===== config.mk =====
export PLATFORM = sky130hd
export DESIGN_NAME = reset_watchdog_wakeup_ctrl
export DESIGN_NICKNAME = d
export VERILOG_FILES = /design/src/design/rwc_pkg.sv /design/src/design/wake_if.sv /design/src/design/wake_sense.sv /design/src/design/reset_watchdog_wakeup_ctrl.sv
export SDC_FILE = /design/constraint.sdc
export NUM_CORES = 1
export LEC_CHECK = 0
export BUFFER_PORTS_ARGS = -buffer_cell sky130_fd_sc_hd__buf_2
export CORE_MARGIN = 3
export CORE_UTILIZATION = 36
export CTS_CLUSTER_SIZE = 8
export DETAILED_ROUTE_END_ITERATION = 16
export PLACE_DENSITY = 0.58
export SETUP_SLACK_MARGIN = 0.1
export SLEW_MARGIN = 20
export SYNTH_ARGS = -nofsm -noshare
export SYNTH_HDL_FRONTEND = slang
export SYNTH_SLANG_ARGS = --single-unit

===== constraint.sdc =====
create_clock -name aclk -period 2.5 [get_ports aclk]
set_input_delay 0.625 -clock aclk [delete_from_list [all_inputs] [get_ports aclk]]
set_output_delay 0.625 -clock aclk [all_outputs]
set_load 0.05 [all_outputs]

===== src/design/rwc_pkg.sv =====
// constants and types shared by the reset, watchdog and wake-up control block
// assumes a 100 MHz aclk and a 32-bit AXI4-Lite register port
package rwc_pkg;
  localparam int CLK_MHZ = 100;

  localparam int          ADDR_W         = 8;
  localparam logic [7:0]  ADDR_MODE_CTRL = 8'h00;
  localparam logic [7:0]  ADDR_WAKE_IN   = 8'h04;
  localparam logic [7:0]  ADDR_LOW_POWER = 8'h08;
  localparam logic [7:0]  ADDR_STATUS    = 8'h0c;

  localparam int MCR_SAFE_BIT   = 0;
  localparam int WUR_PINS_LSB   = 0;
  localparam int WUR_SRC_LSB    = 4;
  localparam int WUR_SENS_LSB   = 8;
  localparam int LPC_AUTO_BIT   = 0;
  localparam int LPC_FWU_BIT    = 1;
  localparam int LPC_BIAS_BIT   = 3;
  localparam int STAT_RST_BIT   = 0;
  localparam int STAT_WDF_BIT   = 1;
  localparam int STAT_UV_BIT    = 2;

  localparam logic       SAFE_RST = 1'b0;
  localparam logic [1:0] SENS_RST = 2'h0;
  localparam logic [3:0] LPC_RST  = 4'h0;
  localparam logic [3:0] SRC_RST  = 4'h0;

  localparam logic [2:0] OP_NORMAL_REQ = 3'h0;
  localparam logic [2:0] OP_NORMAL     = 3'h1;
  localparam logic [2:0] OP_STANDBY    = 3'h2;
  localparam logic [2:0] OP_SLEEP      = 3'h3;
  localparam logic [2:0] OP_STOP       = 3'h4;
  localparam logic [2:0] OP_DBG_NORMAL = 3'h5;
  localparam logic [2:0] OP_DBG_STDBY  = 3'h6;
  localparam logic [2:0] OP_STOP_DBG   = 3'h7;

  localparam logic [1:0] RESP_OKAY   = 2'h0;
  localparam logic [1:0] RESP_SLVERR = 2'h2;

  localparam int RST_DUR_NS   = 3400000;
  localparam int RST_DUR_CYC  = (RST_DUR_NS * CLK_MHZ + 999) / 1000;
  localparam int INT_PULSE_NS = 10000;
  localparam int INT_PULSE_CYC = (INT_PULSE_NS * CLK_MHZ + 999) / 1000;
  localparam int CYC_PERIOD_DEF = 5000000;
  localparam int CYC_ON_DEF     = 20000;

  typedef enum logic [1:0] {PH_IDLE, PH_RESET, PH_INT} phase_t;
endpackage


===== src/design/wake_if.sv =====
// signals between the control core and the wake-input sensing logic
// assumes both ends sit on the same aclk
`timescale 1ns/1ps
`default_nettype none
interface wake_if;
  logic [1:0] sens;
  logic       cyclic_en;
  logic       low_power;
  logic [3:0] pins;
  logic       wake;
  logic [3:0] src;
  logic       hs_on;
  modport ctrl  (output sens, cyclic_en, low_power, pins, input wake, src, hs_on);
  modport sense (input sens, cyclic_en, low_power, pins, output wake, src, hs_on);
endinterface
`default_nettype wire


===== src/design/wake_sense.sv =====
// wake input sensing: direct level wake or timer-driven cyclic sense
// assumes pins arrive already synchronised to aclk
`timescale 1ns/1ps
`default_nettype none
module wake_sense #(
  parameter int PERIOD_CYC = rwc_pkg::CYC_PERIOD_DEF,
  parameter int ON_CYC     = rwc_pkg::CYC_ON_DEF
) (
  input  wire logic aclk,    // clock
  input  wire logic aresetn, // sync reset, low
  wake_if.sense     w        // control side
);
  localparam int CW = $clog2(PERIOD_CYC + 1);

  logic [CW-1:0] cnt_r, cnt_nxt;
  logic [3:0]    ref_r, ref_nxt;
  logic          have_ref_r, have_ref_nxt;
  logic          done_r, done_nxt;
  logic          wake_r, wake_nxt;
  logic [3:0]    src_r, src_nxt;
  logic          hs_r, hs_nxt;
  logic [3:0]    lvl_hit;
  logic          sample;

  genvar i;
  generate
    for (i = 0; i < 4; i++)
    begin : g_pin
      assign lvl_hit[i] = (w.pins[i] == w.sens[i/2]);
    end
  endgenerate

  assign sample = w.cyclic_en && (cnt_r == CW'(ON_CYC - 1));

  always_comb
  begin
    cnt_nxt      = '0;
    ref_nxt      = ref_r;
    have_ref_nxt = have_ref_r;
    done_nxt     = done_r;
    wake_nxt     = 1'b0;
    src_nxt      = src_r;
    hs_nxt       = 1'b0;
    if (!w.low_power)
    begin
      have_ref_nxt = 1'b0;
      done_nxt     = 1'b0;
    end
    else if (w.cyclic_en)
    begin
      cnt_nxt = (cnt_r == CW'(PERIOD_CYC - 1)) ? '0 : cnt_r + CW'(1);
      hs_nxt  = (cnt_nxt < CW'(ON_CYC));
      if (sample)
      begin
        ref_nxt      = w.pins;
        have_ref_nxt = 1'b1;
        if (have_ref_r && (w.pins != ref_r) && !done_r)
        begin
          wake_nxt = 1'b1;
          src_nxt  = w.pins ^ ref_r;
          done_nxt = 1'b1;
        end
      end
    end
    else if ((|lvl_hit) && !done_r)
    begin
      wake_nxt = 1'b1;
      src_nxt  = lvl_hit;
      done_nxt = 1'b1;
    end
  end

  always_ff @(posedge aclk)
  begin
    if (!aresetn)
    begin
      cnt_r      <= '0;
      ref_r      <= 4'h0;
      have_ref_r <= 1'b0;
      done_r     <= 1'b0;
      wake_r     <= 1'b0;
      src_r      <= 4'h0;
      hs_r       <= 1'b0;
    end
    else
    begin
      cnt_r      <= cnt_nxt;
      ref_r      <= ref_nxt;
      have_ref_r <= have_ref_nxt;
      done_r     <= done_nxt;
      wake_r     <= wake_nxt;
      src_r      <= src_nxt;
      hs_r       <= hs_nxt;
    end
  end

  assign w.wake  = wake_r;
  assign w.src   = src_r;
  assign w.hs_on = hs_r;
endmodule
`default_nettype wire


===== src/design/reset_watchdog_wakeup_ctrl.sv =====
// reset, watchdog-fault and wake-up control with an AXI4-Lite register port
// assumes op_mode, wd_timeout and wd_serviced come from logic on aclk;
// main_reg_low and wake_inputs are asynchronous pins
//
// Behaviour
// - normal and safe output modes by safe bit; normal after reset
// - safe bit is independent of the operating mode
// - reset output asserted at power-up and at wake-up from sleep
// - normal mode: undervoltage or watchdog timeout asserts reset
// - watchdog-fault output low with reset, released when watchdog serviced
// - safe mode: watchdog fault leaves reset high, fault output still driven low
// - wake source from sleep or stop recorded, readable by host
// - sleep wake turns main regulator on; stop wake raises interrupt
// - wake-up input register shows live state of four wake inputs
// - direct wake: level sensitivity set, low-power config all zeros
// - sensitivity shared by inputs 0/1 and by inputs 2/3
// - cyclic sense pulses high-side switch, wakes on any input change
// - cyclic sense selected by setting bias and auto-cycle bits
// - forced wake-up refused while cyclic sense is enabled
// - direct or cyclic selection applies to all four inputs together
// - wake from sleep passes through reset before normal-request
// - stop wake gives short unmaskable interrupt pulse
//
// Register access over AXI4-Lite and the register offsets were chosen for this implementation.
`timescale 1ns/1ps
`default_nettype none
module reset_watchdog_wakeup_ctrl #(
  parameter int RST_CYC    = rwc_pkg::RST_DUR_CYC,
  parameter int PERIOD_CYC = rwc_pkg::CYC_PERIOD_DEF,
  parameter int ON_CYC     = rwc_pkg::CYC_ON_DEF
) (
  input  wire logic                      aclk,                     // clock
  input  wire logic                      aresetn,                  // sync reset, low
  input  wire logic [rwc_pkg::ADDR_W-1:0] s_axi_awaddr,            // write address
  input  wire logic                      s_axi_awvalid,            // write address valid
  output logic                           s_axi_awready,            // write address ready
  input  wire logic [31:0]               s_axi_wdata,              // write data
  input  wire logic [3:0]                s_axi_wstrb,              // write strobes
  input  wire logic                      s_axi_wvalid,             // write data valid
  output logic                           s_axi_wready,             // write data ready
  output logic [1:0]                     s_axi_bresp,              // write response
  output logic                           s_axi_bvalid,             // write response valid
  input  wire logic                      s_axi_bready,             // write response ready
  input  wire logic [rwc_pkg::ADDR_W-1:0] s_axi_araddr,            // read address
  input  wire logic                      s_axi_arvalid,            // read address valid
  output logic                           s_axi_arready,            // read address ready
  output logic [31:0]                    s_axi_rdata,              // read data
  output logic [1:0]                     s_axi_rresp,              // read response
  output logic                           s_axi_rvalid,             // read data valid
  input  wire logic                      s_axi_rready,             // read data ready
  input  wire logic [2:0]                op_mode,                  // operating mode code
  input  wire logic                      wd_timeout,               // watchdog expiry pulse
  input  wire logic                      wd_serviced,              // correct service pulse
  input  wire logic                      main_reg_low,             // undervoltage pin
  input  wire logic [3:0]                wake_inputs,              // wake input pins
  output logic                           reset_out_n,              // reset output, low
  output logic                           watchdog_fault_out_n,     // watchdog fault, low
  output logic                           int_out_n,                // interrupt, low
  output logic                           main_regulator_en,        // main regulator on
  output logic                           battery_high_side_switch, // switch drive
  output logic                           forced_wakeup_en,         // forced wake enable
  output logic                           wake_req                  // wake pulse to mode logic
);
  localparam int MAXC = (RST_CYC > rwc_pkg::INT_PULSE_CYC) ? RST_CYC : rwc_pkg::INT_PULSE_CYC;
  localparam int CW   = $clog2(MAXC + 1);
  localparam logic [CW-1:0] RST_LOAD = CW'(RST_CYC - 1);
  localparam logic [CW-1:0] INT_LOAD = CW'(rwc_pkg::INT_PULSE_CYC - 1);

  wake_if wk ();

  // pin synchronisers
  logic       uv_m_r, uv_s_r;
  logic [3:0] pin_m_r, pin_s_r;

  // bus state
  logic                      aw_held_r, aw_held_nxt, w_held_r, w_held_nxt;
  logic [rwc_pkg::ADDR_W-1:0] awaddr_r, awaddr_nxt;
  logic [31:0]               wdata_r, wdata_nxt;
  logic                      wstrb0_r, wstrb0_nxt, wstrb1_r, wstrb1_nxt;
  logic                      awready_r, awready_nxt, wready_r, wready_nxt;
  logic                      bvalid_r, bvalid_nxt, arready_r, arready_nxt;
  logic                      rvalid_r, rvalid_nxt;
  logic [1:0]                bresp_r, bresp_nxt, rresp_r, rresp_nxt;
  logic [31:0]               rdata_r, rdata_nxt;

  // register state
  logic       safe_r, safe_nxt;
  logic [1:0] sens_r, sens_nxt;
  logic [3:0] lpc_r, lpc_nxt;
  logic [3:0] src_r, src_nxt;

  // sequencer state
  rwc_pkg::phase_t phase_r, phase_nxt;
  logic [CW-1:0]   cnt_r, cnt_nxt;
  logic            fault_r, fault_nxt;
  logic            rst_n_r, rst_n_nxt, int_n_r, int_n_nxt;
  logic            reg_en_r, reg_en_nxt, wake_req_r, wake_req_nxt;

  logic sleep, stop_any, debug, wd_live, wake_evt, do_write;

  assign sleep    = (op_mode == rwc_pkg::OP_SLEEP);
  assign stop_any = (op_mode == rwc_pkg::OP_STOP) || (op_mode == rwc_pkg::OP_STOP_DBG);
  assign debug    = (op_mode == rwc_pkg::OP_DBG_NORMAL) || (op_mode == rwc_pkg::OP_DBG_STDBY)
                    || (op_mode == rwc_pkg::OP_STOP_DBG);
  assign wd_live  = wd_timeout && !debug && !sleep;
  assign wake_evt = wk.wake && (sleep || stop_any);
  assign do_write = aw_held_r && w_held_r && !bvalid_r;

  assign wk.sens      = sens_r;
  assign wk.cyclic_en = lpc_r[rwc_pkg::LPC_BIAS_BIT] && lpc_r[rwc_pkg::LPC_AUTO_BIT];
  assign wk.low_power = sleep || stop_any;
  assign wk.pins      = pin_s_r;

  wake_sense #(
    .PERIOD_CYC (PERIOD_CYC),
    .ON_CYC     (ON_CYC)
  ) u_sense (
    .aclk    (aclk),
    .aresetn (aresetn),
    .w       (wk)
  );

  always_ff @(posedge aclk)
  begin
    if (!aresetn)
    begin
      uv_m_r  <= 1'b0;
      uv_s_r  <= 1'b0;
      pin_m_r <= 4'h0;
      pin_s_r <= 4'h0;
    end
    else
    begin
      uv_m_r  <= main_reg_low;
      uv_s_r  <= uv_m_r;
      pin_m_r <= wake_inputs;
      pin_s_r <= pin_m_r;
    end
  end

  // bus slave and registers
  always_comb
  begin
    aw_held_nxt = aw_held_r;
    w_held_nxt  = w_held_r;
    awaddr_nxt  = awaddr_r;
    wdata_nxt   = wdata_r;
    wstrb0_nxt  = wstrb0_r;
    wstrb1_nxt  = wstrb1_r;
    bvalid_nxt  = bvalid_r;
    bresp_nxt   = bresp_r;
    rvalid_nxt  = rvalid_r;
    rresp_nxt   = rresp_r;
    rdata_nxt   = rdata_r;
    safe_nxt    = safe_r;
    sens_nxt    = sens_r;
    lpc_nxt     = lpc_r;
    src_nxt     = src_r;
    if (s_axi_awvalid && awready_r)
    begin
      aw_held_nxt = 1'b1;
      awaddr_nxt  = s_axi_awaddr;
    end
    if (s_axi_wvalid && wready_r)
    begin
      w_held_nxt = 1'b1;
      wdata_nxt  = s_axi_wdata;
      wstrb0_nxt = s_axi_wstrb[0];
      wstrb1_nxt = s_axi_wstrb[1];
    end
    if (s_axi_bready && bvalid_r)
      bvalid_nxt = 1'b0;
    if (do_write)
    begin
      aw_held_nxt = 1'b0;
      w_held_nxt  = 1'b0;
      bvalid_nxt  = 1'b1;
      bresp_nxt   = rwc_pkg::RESP_OKAY;
      case (awaddr_r)
        rwc_pkg::ADDR_MODE_CTRL:
          if (wstrb0_r)
            safe_nxt = wdata_r[rwc_pkg::MCR_SAFE_BIT];
        rwc_pkg::ADDR_WAKE_IN:
        begin
          if (wstrb0_r)
            src_nxt = src_r & ~wdata_r[rwc_pkg::WUR_SRC_LSB +: 4];
          if (wstrb1_r || wstrb0_r)
            sens_nxt = wdata_r[rwc_pkg::WUR_SENS_LSB +: 2];
        end
        rwc_pkg::ADDR_LOW_POWER:
          if (wstrb0_r)
          begin
            lpc_nxt = wdata_r[3:0];
            if (wdata_r[rwc_pkg::LPC_BIAS_BIT] && wdata_r[rwc_pkg::LPC_AUTO_BIT])
              lpc_nxt[rwc_pkg::LPC_FWU_BIT] = 1'b0;
          end
        rwc_pkg::ADDR_STATUS:
          bresp_nxt = rwc_pkg::RESP_OKAY;
        default:
          bresp_nxt = rwc_pkg::RESP_SLVERR;
      endcase
    end
    if (wake_evt)
      src_nxt = src_nxt | wk.src;
    if (s_axi_rready && rvalid_r)
      rvalid_nxt = 1'b0;
    if (s_axi_arvalid && arready_r)
    begin
      rvalid_nxt = 1'b1;
      rresp_nxt  = rwc_pkg::RESP_OKAY;
      rdata_nxt  = 32'h0;
      case (s_axi_araddr)
        rwc_pkg::ADDR_MODE_CTRL:
          rdata_nxt[rwc_pkg::MCR_SAFE_BIT] = safe_r;
        rwc_pkg::ADDR_WAKE_IN:
        begin
          rdata_nxt[rwc_pkg::WUR_PINS_LSB +: 4] = pin_s_r;
          rdata_nxt[rwc_pkg::WUR_SRC_LSB +: 4]  = src_r;
          rdata_nxt[rwc_pkg::WUR_SENS_LSB +: 2] = sens_r;
        end
        rwc_pkg::ADDR_LOW_POWER:
          rdata_nxt[3:0] = lpc_r;
        rwc_pkg::ADDR_STATUS:
        begin
          rdata_nxt[rwc_pkg::STAT_RST_BIT] = !rst_n_r;
          rdata_nxt[rwc_pkg::STAT_WDF_BIT] = fault_r;
          rdata_nxt[rwc_pkg::STAT_UV_BIT]  = uv_s_r;
        end
        default:
          rresp_nxt = rwc_pkg::RESP_SLVERR;
      endcase
    end
    awready_nxt = !aw_held_nxt;
    wready_nxt  = !w_held_nxt;
    arready_nxt = !rvalid_nxt;
  end

  always_ff @(posedge aclk)
  begin
    if (!aresetn)
    begin
      aw_held_r <= 1'b0;
      w_held_r  <= 1'b0;
      awaddr_r  <= '0;
      wdata_r   <= 32'h0;
      wstrb0_r  <= 1'b0;
      wstrb1_r  <= 1'b0;
      awready_r <= 1'b0;
      wready_r  <= 1'b0;
      bvalid_r  <= 1'b0;
      bresp_r   <= rwc_pkg::RESP_OKAY;
      arready_r <= 1'b0;
      rvalid_r  <= 1'b0;
      rresp_r   <= rwc_pkg::RESP_OKAY;
      rdata_r   <= 32'h0;
      safe_r    <= rwc_pkg::SAFE_RST;
      sens_r    <= rwc_pkg::SENS_RST;
      lpc_r     <= rwc_pkg::LPC_RST;
      src_r     <= rwc_pkg::SRC_RST;
    end
    else
    begin
      aw_held_r <= aw_held_nxt;
      w_held_r  <= w_held_nxt;
      awaddr_r  <= awaddr_nxt;
      wdata_r   <= wdata_nxt;
      wstrb0_r  <= wstrb0_nxt;
      wstrb1_r  <= wstrb1_nxt;
      awready_r <= awready_nxt;
      wready_r  <= wready_nxt;
      bvalid_r  <= bvalid_nxt;
      bresp_r   <= bresp_nxt;
      arready_r <= arready_nxt;
      rvalid_r  <= rvalid_nxt;
      rresp_r   <= rresp_nxt;
      rdata_r   <= rdata_nxt;
      safe_r    <= safe_nxt;
      sens_r    <= sens_nxt;
      lpc_r     <= lpc_nxt;
      src_r     <= src_nxt;
    end
  end

  // reset, fault and interrupt sequencing
  always_comb
  begin
    phase_nxt    = phase_r;
    cnt_nxt      = cnt_r;
    fault_nxt    = wd_live || (fault_r && !wd_serviced);
    wake_req_nxt = wake_evt;
    case (phase_r)
      rwc_pkg::PH_IDLE:
        if ((wake_evt && sleep) || (wd_live && !safe_r))
        begin
          phase_nxt = rwc_pkg::PH_RESET;
          cnt_nxt   = RST_LOAD;
        end
        else if (wake_evt)
        begin
          phase_nxt = rwc_pkg::PH_INT;
          cnt_nxt   = INT_LOAD;
        end
      rwc_pkg::PH_RESET:
        if (cnt_r == '0)
          phase_nxt = rwc_pkg::PH_IDLE;
        else
          cnt_nxt = cnt_r - CW'(1);
      rwc_pkg::PH_INT:
        if ((cnt_r == '0) || sleep)
          phase_nxt = rwc_pkg::PH_IDLE;
        else
          cnt_nxt = cnt_r - CW'(1);
      default:
        phase_nxt = rwc_pkg::PH_IDLE;
    endcase
    rst_n_nxt  = !((phase_nxt == rwc_pkg::PH_RESET) || uv_s_r || sleep);
    int_n_nxt  = !(phase_nxt == rwc_pkg::PH_INT);
    reg_en_nxt = !sleep || (phase_nxt == rwc_pkg::PH_RESET);
  end

  always_ff @(posedge aclk)
  begin
    if (!aresetn)
    begin
      phase_r    <= rwc_pkg::PH_RESET;
      cnt_r      <= RST_LOAD;
      fault_r    <= 1'b0;
      rst_n_r    <= 1'b0;
      int_n_r    <= 1'b1;
      reg_en_r   <= 1'b1;
      wake_req_r <= 1'b0;
    end
    else
    begin
      phase_r    <= phase_nxt;
      cnt_r      <= cnt_nxt;
      fault_r    <= fault_nxt;
      rst_n_r    <= rst_n_nxt;
      int_n_r    <= int_n_nxt;
      reg_en_r   <= reg_en_nxt;
      wake_req_r <= wake_req_nxt;
    end
  end

  assign s_axi_awready            = awready_r;
  assign s_axi_wready             = wready_r;
  assign s_axi_bvalid             = bvalid_r;
  assign s_axi_bresp              = bresp_r;
  assign s_axi_arready            = arready_r;
  assign s_axi_rvalid             = rvalid_r;
  assign s_axi_rresp              = rresp_r;
  assign s_axi_rdata              = rdata_r;
  assign reset_out_n              = rst_n_r;
  assign watchdog_fault_out_n     = !fault_r;
  assign int_out_n                = int_n_r;
  assign main_regulator_en        = reg_en_r;
  assign battery_high_side_switch = wk.hs_on;
  assign forced_wakeup_en         = lpc_r[rwc_pkg::LPC_FWU_BIT];
  assign wake_req                 = wake_req_r;
endmodule
`default_nettype wire


==> flow_summary.yaml, run 1 <==
layout:
  syn_to_final_growth_pct: 22.5
  diodes: 0
  final_util: 0.455
  fill_cells: 1491
  final_nets: 849
  drive_gt1_frac: 0.207
route:
  first_pass_iters: 5
  dr_wl_met3_um: 525
  wl_met2_um: 6840
  totalWireLength_um: 14200
  top_layer: "met4"
  vias: 5112
  drc: 0
  drt_iter0_markers: 334
  met1_length_um: 6590
  post_drt_via_cell_ratio: 5.13
  ant_nets: 0
  wl_per_cell_um: 14.3
critical_path:
  crit_fanout: 5
  path_class: "flip-flop to flip-flop"
  r2r-start: "cnt_r[0]$_SDFFE_PN1P_"
  start_kind: "flip-flop"
  cp.arrival_ps: 2620
  worstSetupEndpointType: "flip-flop"
  startpoint: "cnt_r[0]$_SDFFE_PN1P_"
  cp_data_required_time_ps: 2800
  ff2ff_path_depth: 9
synthesis:
  synth_top_cell_area_share: 0.424
  syn_area_per_cell_um2: 8.27
  yosysMostFrequentCell: "dfxtp_1"
  ys.warnings.count: 0
  ys_top_cells_by_area: "dfxtp_1 42%, nor2_1 5.5%, nand2_1 5.0%, a21oi_1 4.7%, buf_4 3.4%"
  synthFlopType: "dfxtp_1"
  synth_edf_count: 0
  ys_ff_latch: 121
  synth-seq-area-share: 0.424
  synthArstFlopShare: 0
  syn-cell-area_mm2: 0.00571
  ys_types: 62
  netlist_instances: 691
  yosysTopAreaCell: "dfxtp_1"
  yosys-top-cells-count: "121 x dfxtp_1, 83 x nor2_1, 76 x nand2_1, 54 x a21oi_1, 31 x clkbuf_1"
placed_design:
  place_congestion: 0.831
  io_buffers: 68
  dp.final_hpwl_um: 10400
pwr:
  power_density_mw_per_mm2: 754
  netSwitchingPower_mw: 1.41
  p_seq_frac: 0.402
  p_int_mw: 3.87
  switching_share: 0.267
  clkPwrFrac: 0.447
  comb_power_share: 0.151
  p_leak_nw: 2.75
  irDropWorstVdd_uv: 591
grt:
  antenna_found_initial: 0
  grt_overflow_total: 0
  grt_pass1_wl_um: 23700
  grt_max_degree: 31
  track_usage: 0.165
  grt_pass1_vias: 4947
timing:
  period_share: 0.929
  timing.fmax_mhz: 430
  rsz0062_at_grt: "yes"
  slew_headroom: 0.479
  fin_skew_ps: 10.4
  hold_violations: 0
  worst_pin_slew_ps: 778
  holdWs_ps: 426
  finalSetupViolCount: 0
  maxSlewViolCount: 0
  fin_crit_ps: 2320
hold_path:
  holdPathStages: 2
  hold_path_class: "input port to flip-flop"
  worstHoldStart: "main_reg_low"
clock_network:
  max-clock-path-buffers: 2
  path_clk_slew_ps: 50
  cts_root_buf: "clkbuf_16"
  cts_max_level: 4
  ctsHoldBuffers: 0
  clock_sinks: 121
  cts_buffers: 17
  clk-insertion-delay-late_ps: 420
  tritoncts: "yes"
floorplanning:
  rows: 45
  ios: 117
  initial_core_util: 0.372
  die_h_um: 132
  core_mm2: 0.0154
  dieArea_mm2: 0.0174
  dieWidth_um: 132
outcome:
  status: "complete, no violations"
flow_run:
  cap_violations: 0
==> layout by cell type (no fill, tap or decap), types with 9 or more instances in the layout <==
cell         n
nand3_1     25
conb_1      24
and2_1      18
nor2_1      83
buf_4       29
buf_2       68
xnor2_1     13
o21ai_0     23
inv_1       13
nand4_1     10
and3_1       9
nand2_1     75
xor2_1      17
a22oi_1      9
nor3_1      15
dfxtp_1    119
a21oi_1     46
mux2i_1     15
clkbuf_16   17
==> area by class of cell <==
cell class	count	area, µm²	area share
clock buffer	23	478	0.0683
clock inverter	8	95.1	0.0136
inverter	16	60.1	0.00859
multi-input combinational	517	3060	0.438
sequential	121	2420	0.347
tap	211	264	0.0377
timing repair buffer	101	612	0.0875
==> sequential cells by signal, summed over array words and instances (netlist names), 8 cells and up <==
| register | count |
|---|---|
| awaddr_r | 8 |
| cnt_r | 19 |
| s_axi_rdata | 10 |
| u_sense.cnt_r | 23 |
| wdata_r | 10 |
==> through the flow <==
step / cell area, µm² / setup slack [ps] / total power, mW / setup TNS (ps) / std cells
3_5_place_dp: 6290 / -26.9 / 2.86 / -26.9 / 960
2_1_floorplan: 5800 / 217 / 2.68 / 0 / 714
6_report: 7000 / 177 / 5.27 / 0 / 997
3_3_place_gp: 6290 / 2.88 / 2.83 / 0 / 960
4_1_cts: 6910 / 105 / 5.26 / 0 / 993
5_1_grt: 7000 / 47.9 / 5.50 / 0 / 997
==> layer usage <==
metal,vias up,GRT usage
met5,-,0
met4,0,0.0572
met3,19,0.0378
met2,116,0.275
met1,2429,0.210
li1,2548,-
==> path summary, 6_finish.rpt <==
check,endpoint,slack (ps)
setup / recovery,cnt_r[2]$_SDFFE_PN1P_,180
hold / removal,uv_m_r$_SDFF_PN0_,430
setup reg to reg,cnt_r[2]$_SDFFE_PN1P_,180
hold reg to reg,pin_s_r[2]$_SDFF_PN0_,440
==> logic make-up after synthesis <==
family | after synthesis | share of synthesized area
and+or+nand+nor | 300 | 0.265
AOI/OAI and AO/OA | 139 | 0.150
DFF | 121 | 0.424
buffers and inverters | 76 | 0.0686
xor gates and xnor gates | 30 | 0.0460
muxes | 17 | 0.0302
adders and majority gates | 7 | 0.0149
other | 1 | 0.000657
==> timing repair <==
action / in CTS / in global routing
gates resized for setup: 10 / 19
buffers inserted: 2 / 4
pin swaps: 4 / 7
setup endpoints to repair: 17 / 23
==> power by group through the flow <==
stage	combinational [mW]	sequential [mW]	clock, mW
after floorplan	0.516	2.17	0
after global placement	0.688	2.15	0
after global routing	0.865	2.14	2.50
final	0.794	2.12	2.36
after CTS	0.738	2.11	2.41
after detailed placement	0.705	2.15	0
==> critical path, cell delays in order, from the launching register on <==
cell	delay (ps)
dfxtp_2	330
inv_2	70
ha_4	150
or4b_4	490
nor4_4	360
a31oi_2	150
o21ai_2	210
buf_6	140
a21oi_2	30
o32a_1	280
Power figures use the tool's default switching activity.
==> run 2: changes to the inputs <==
--- a/config.mk
+++ b/config.mk
@@ -10,9 +10,11 @@
 export CORE_UTILIZATION = 36
 export CTS_CLUSTER_SIZE = 8
 export DETAILED_ROUTE_END_ITERATION = 16
+export GPL_ROUTABILITY_DRIVEN = 1
 export PLACE_DENSITY = 0.58
 export SETUP_SLACK_MARGIN = 0.1
 export SLEW_MARGIN = 20
 export SYNTH_ARGS = -nofsm -noshare
 export SYNTH_HDL_FRONTEND = slang
+export SYNTH_HIERARCHICAL = 1
 export SYNTH_SLANG_ARGS = --single-unit
==> run 2 against run 1 <==
  * Clock skew is 3.4 ps higher
  * Worst setup slack better by 110 ps
  * Clock-buffer cell count stayed put
==> flow_summary.yaml, run 2 <==
timing:
  worst_pin_slew_ps: 514
  timing.fmax_mhz: 452
  worst_slack_ps: 286
  rsz0062_at_grt: "yes"
  hold_violations: 0
  finalSetupViolCount: 0
  fin_setup_tns_ps: 0
  fin_crit_ps: 2210
  slew_headroom: 0.655
  maxSlewViolCount: 0
  fin_skew_ps: 13.9
  period_share: 0.886
synthesis:
  synthMuxAreaShare: 0.0297
  synth_top_family_by_area: "simple AND/OR/NAND/NOR gates"
  synth-seq-area-share: 0.407
  yosys-top-cells-count: "121 x dfxtp_1, 94 x nand2_1, 59 x nor2_1, 35 x a21oi_1, 26 x nand3_1"
  synth_compound_area_frac: 0.170
  synthArstFlopShare: 0
  synthFlopType: "dfxtp_1"
  yosysTopAreaCell: "dfxtp_1"
  ys_ff_latch: 121
  synth_edf_count: 0
  synthSimpleGateAreaFrac: 0.256
  synthAdderAreaFrac: 0.0145
  synth_top_cell_area_share: 0.407
  synth-xor-area-share: 0.0442
  syn-cell-area_mm2: 0.00595
  ys.warnings.count: 6
  ys_types: 81
  ys_top_cells_by_area: "dfxtp_1 41%, nand2_1 5.9%, nor2_1 3.7%, buf_4 3.2%, a21oi_1 2.9%"
  syn_area_per_cell_um2: 8.64
  netlist_instances: 688
  yosysMostFrequentCell: "dfxtp_1"
layout:
  diodes: 0
  final_util: 0.439
  syn_to_final_growth_pct: 18.2
  final_cell_mix: "121 x dfxtp_1, 94 x nand2_1, 68 x buf_2, 59 x nor2_1, 35 x a21oi_1"
  regMostFlops: "u_sense/cnt_r"
  layout.cells.most_common: "dfxtp_1"
  final_nets: 835
  biggestRegsByFlops: "u_sense/cnt_r (23), cnt_r (19)"
  largest_reg_flops: 23
  drive_gt1_frac: 0.201
  finalInstanceArea_mm2: 0.00703
pwr:
  irDropWorstVdd_uv: 496
  p_leak_nw: 2.80
  finalPower_mw: 5.48
  power_density_mw_per_mm2: 779
floorplanning:
  dieWidth_um: 135
  ios: 117
  dieArea_mm2: 0.0181
  rows: 46
  core_mm2: 0.0160
  initial_core_util: 0.372
  die_h_um: 135
critical_path:
  r2r_setup_slack_ps: 290
  cpMaxStageDelayCell: "or3_4"
  critical-path-top-delay-family: "simple AND/OR/NAND/NOR gates"
  cp_data_required_time_ps: 2800
  ff2ff_path_depth: 7
  path_buf_inv: 0
  crit_fanout: 6
  cp_slowest_stage_delay_ps: 440
  cp.arrival_ps: 2510
  r2r-start: "u_sense/cnt_r[0]$_SDFF_PP0_"
  path_cells: "ha_2 > nand3_4 > or3_4 > nor4_1 > o22ai_1 > or2_4 > mux2i_1"
  worstSetupEndpointType: "flip-flop"
  start_kind: "flip-flop"
  crit_cells: 7
  path_class: "flip-flop to flip-flop"
  r2r_end: "u_sense/w.src[1]$_SDFFE_PN0P_"
placed_design:
  dp.final_hpwl_um: 10500
  post-place-ws_ps: 187
  io_buffers: 68
  place_congestion: 0.847
  place_area_mm2: 0.00643
route:
  drt_iter0_markers: 437
  totalWireLength_um: 14300
  drc: 0
  post_drt_via_cell_ratio: 5.18
  first_pass_iters: 5
  ant_nets: 0
  vias: 5115
  wl_per_cell_um: 14.4
flow_run:
  cap_violations: 0
grt:
  grt_pass1_wl_um: 23400
  antenna_found_initial: 1
  grt_max_degree: 44
  grt_overflow_total: 0
  grt_pass1_vias: 4770
  track_usage: 0.160
outcome:
  status: "complete, no violations"
clock_network:
  cts_buffers: 17
  ctsHoldBuffers: 0
  cts_max_level: 4
  tritoncts: "yes"
  cts_root_buf: "clkbuf_16"
  max-clock-path-buffers: 2
  clk-insertion-delay-late_ps: 420
  cts_setup_buffers: 0
  path_clk_slew_ps: 50
  clock_sinks: 121
hold_path:
  worstHoldStart: "wake_inputs[3]"
  min_to: "pin_m_r[3]$_SDFF_PN0_"
  holdPathStages: 2
  hold_path_class: "input port to flip-flop"
run 2: worst register-to-register path, cell delays in order (launching register included):
cell     delay, ps
dfxtp_1        390
ha_2           260
nand3_4        130
or3_4          440
nor4_1         260
o22ai_1        180
or2_4          300
mux2i_1        130
run 2: cell type report:
type                       instances  area [µm²]
sequential                       121        2420
clock buffer                      23         498
multi-input combinational        508        3160
tap                              216         270
fill                            1610        8970
inverter                          22        82.6
clock inverter                     7        91.3
timing repair buffer              90         505
run 2: routing by layer:
metal | GRT usage | wire, µm | vias up
met3 | 0.0477 | 802 | 13
met4 | 0.0583 | 130 | 2
met2 | 0.241 | 6430 | 152
met1 | 0.217 | 6880 | 2405
met5 | 0 | 7 | -
li1 | - | - | 2543
run 2: worst max-delay path by stage:
stage / startpoint / end / slack, ps
after floorplan: op_mode[2] / cnt_r[11]$_SDFFE_PN0P_ / 360
after global placement: op_mode[1] / cnt_r[11]$_SDFFE_PN0P_ / 210
after detailed placement: u_sense/cnt_r[0]$_SDFF_PP0_ / u_sense/w.hs_on$_SDFF_PN0_ / 190
after CTS: u_sense/cnt_r[0]$_SDFF_PP0_ / u_sense/w.hs_on$_SDFF_PN0_ / 180
after global routing: u_sense/cnt_r[0]$_SDFF_PP0_ / u_sense/w.hs_on$_SDFF_PN0_ / 80
final: u_sense/cnt_r[0]$_SDFF_PP0_ / u_sense/w.src[1]$_SDFFE_PN0P_ / 290
run 2: kinds of logic (layout without fill, tap and decap cells):
family	count (synthesis)	after routing
AND/OR/NAND/NOR	287	287
AO/OA/AOI/OAI	144	144
flip-flops	121	121
buffers and inverters	82	142
XOR/XNOR	30	30
multiplexers	16	16
adder cells (fa/ha/maj)	7	7
other	1	24
run 2: repair_timing:
item / 4_1_cts / 5_1_grt
endpoints found under the setup margin: 0 / 5
gates resized for setup: 0 / 3
hold endpoints to repair: 0 / 0
run 2: through the flow:
stage / hold WS, ps / std cells
floorplan: 412 / 711
global placement: 427 / 957
detailed placement: 421 / 957
CTS: 397 / 987
global route: 402 / 987
finish: 414 / 987
run 2: report_power, final:
part / switching (mW) / total (mW) / internal (mW) / leakage, nW
logic: 0.588 / 0.900 / 0.312 / 1.53
clock network: 0.826 / 2.41 / 1.58 / 0.291
registers: 0.125 / 2.17 / 2.05 / 0.983
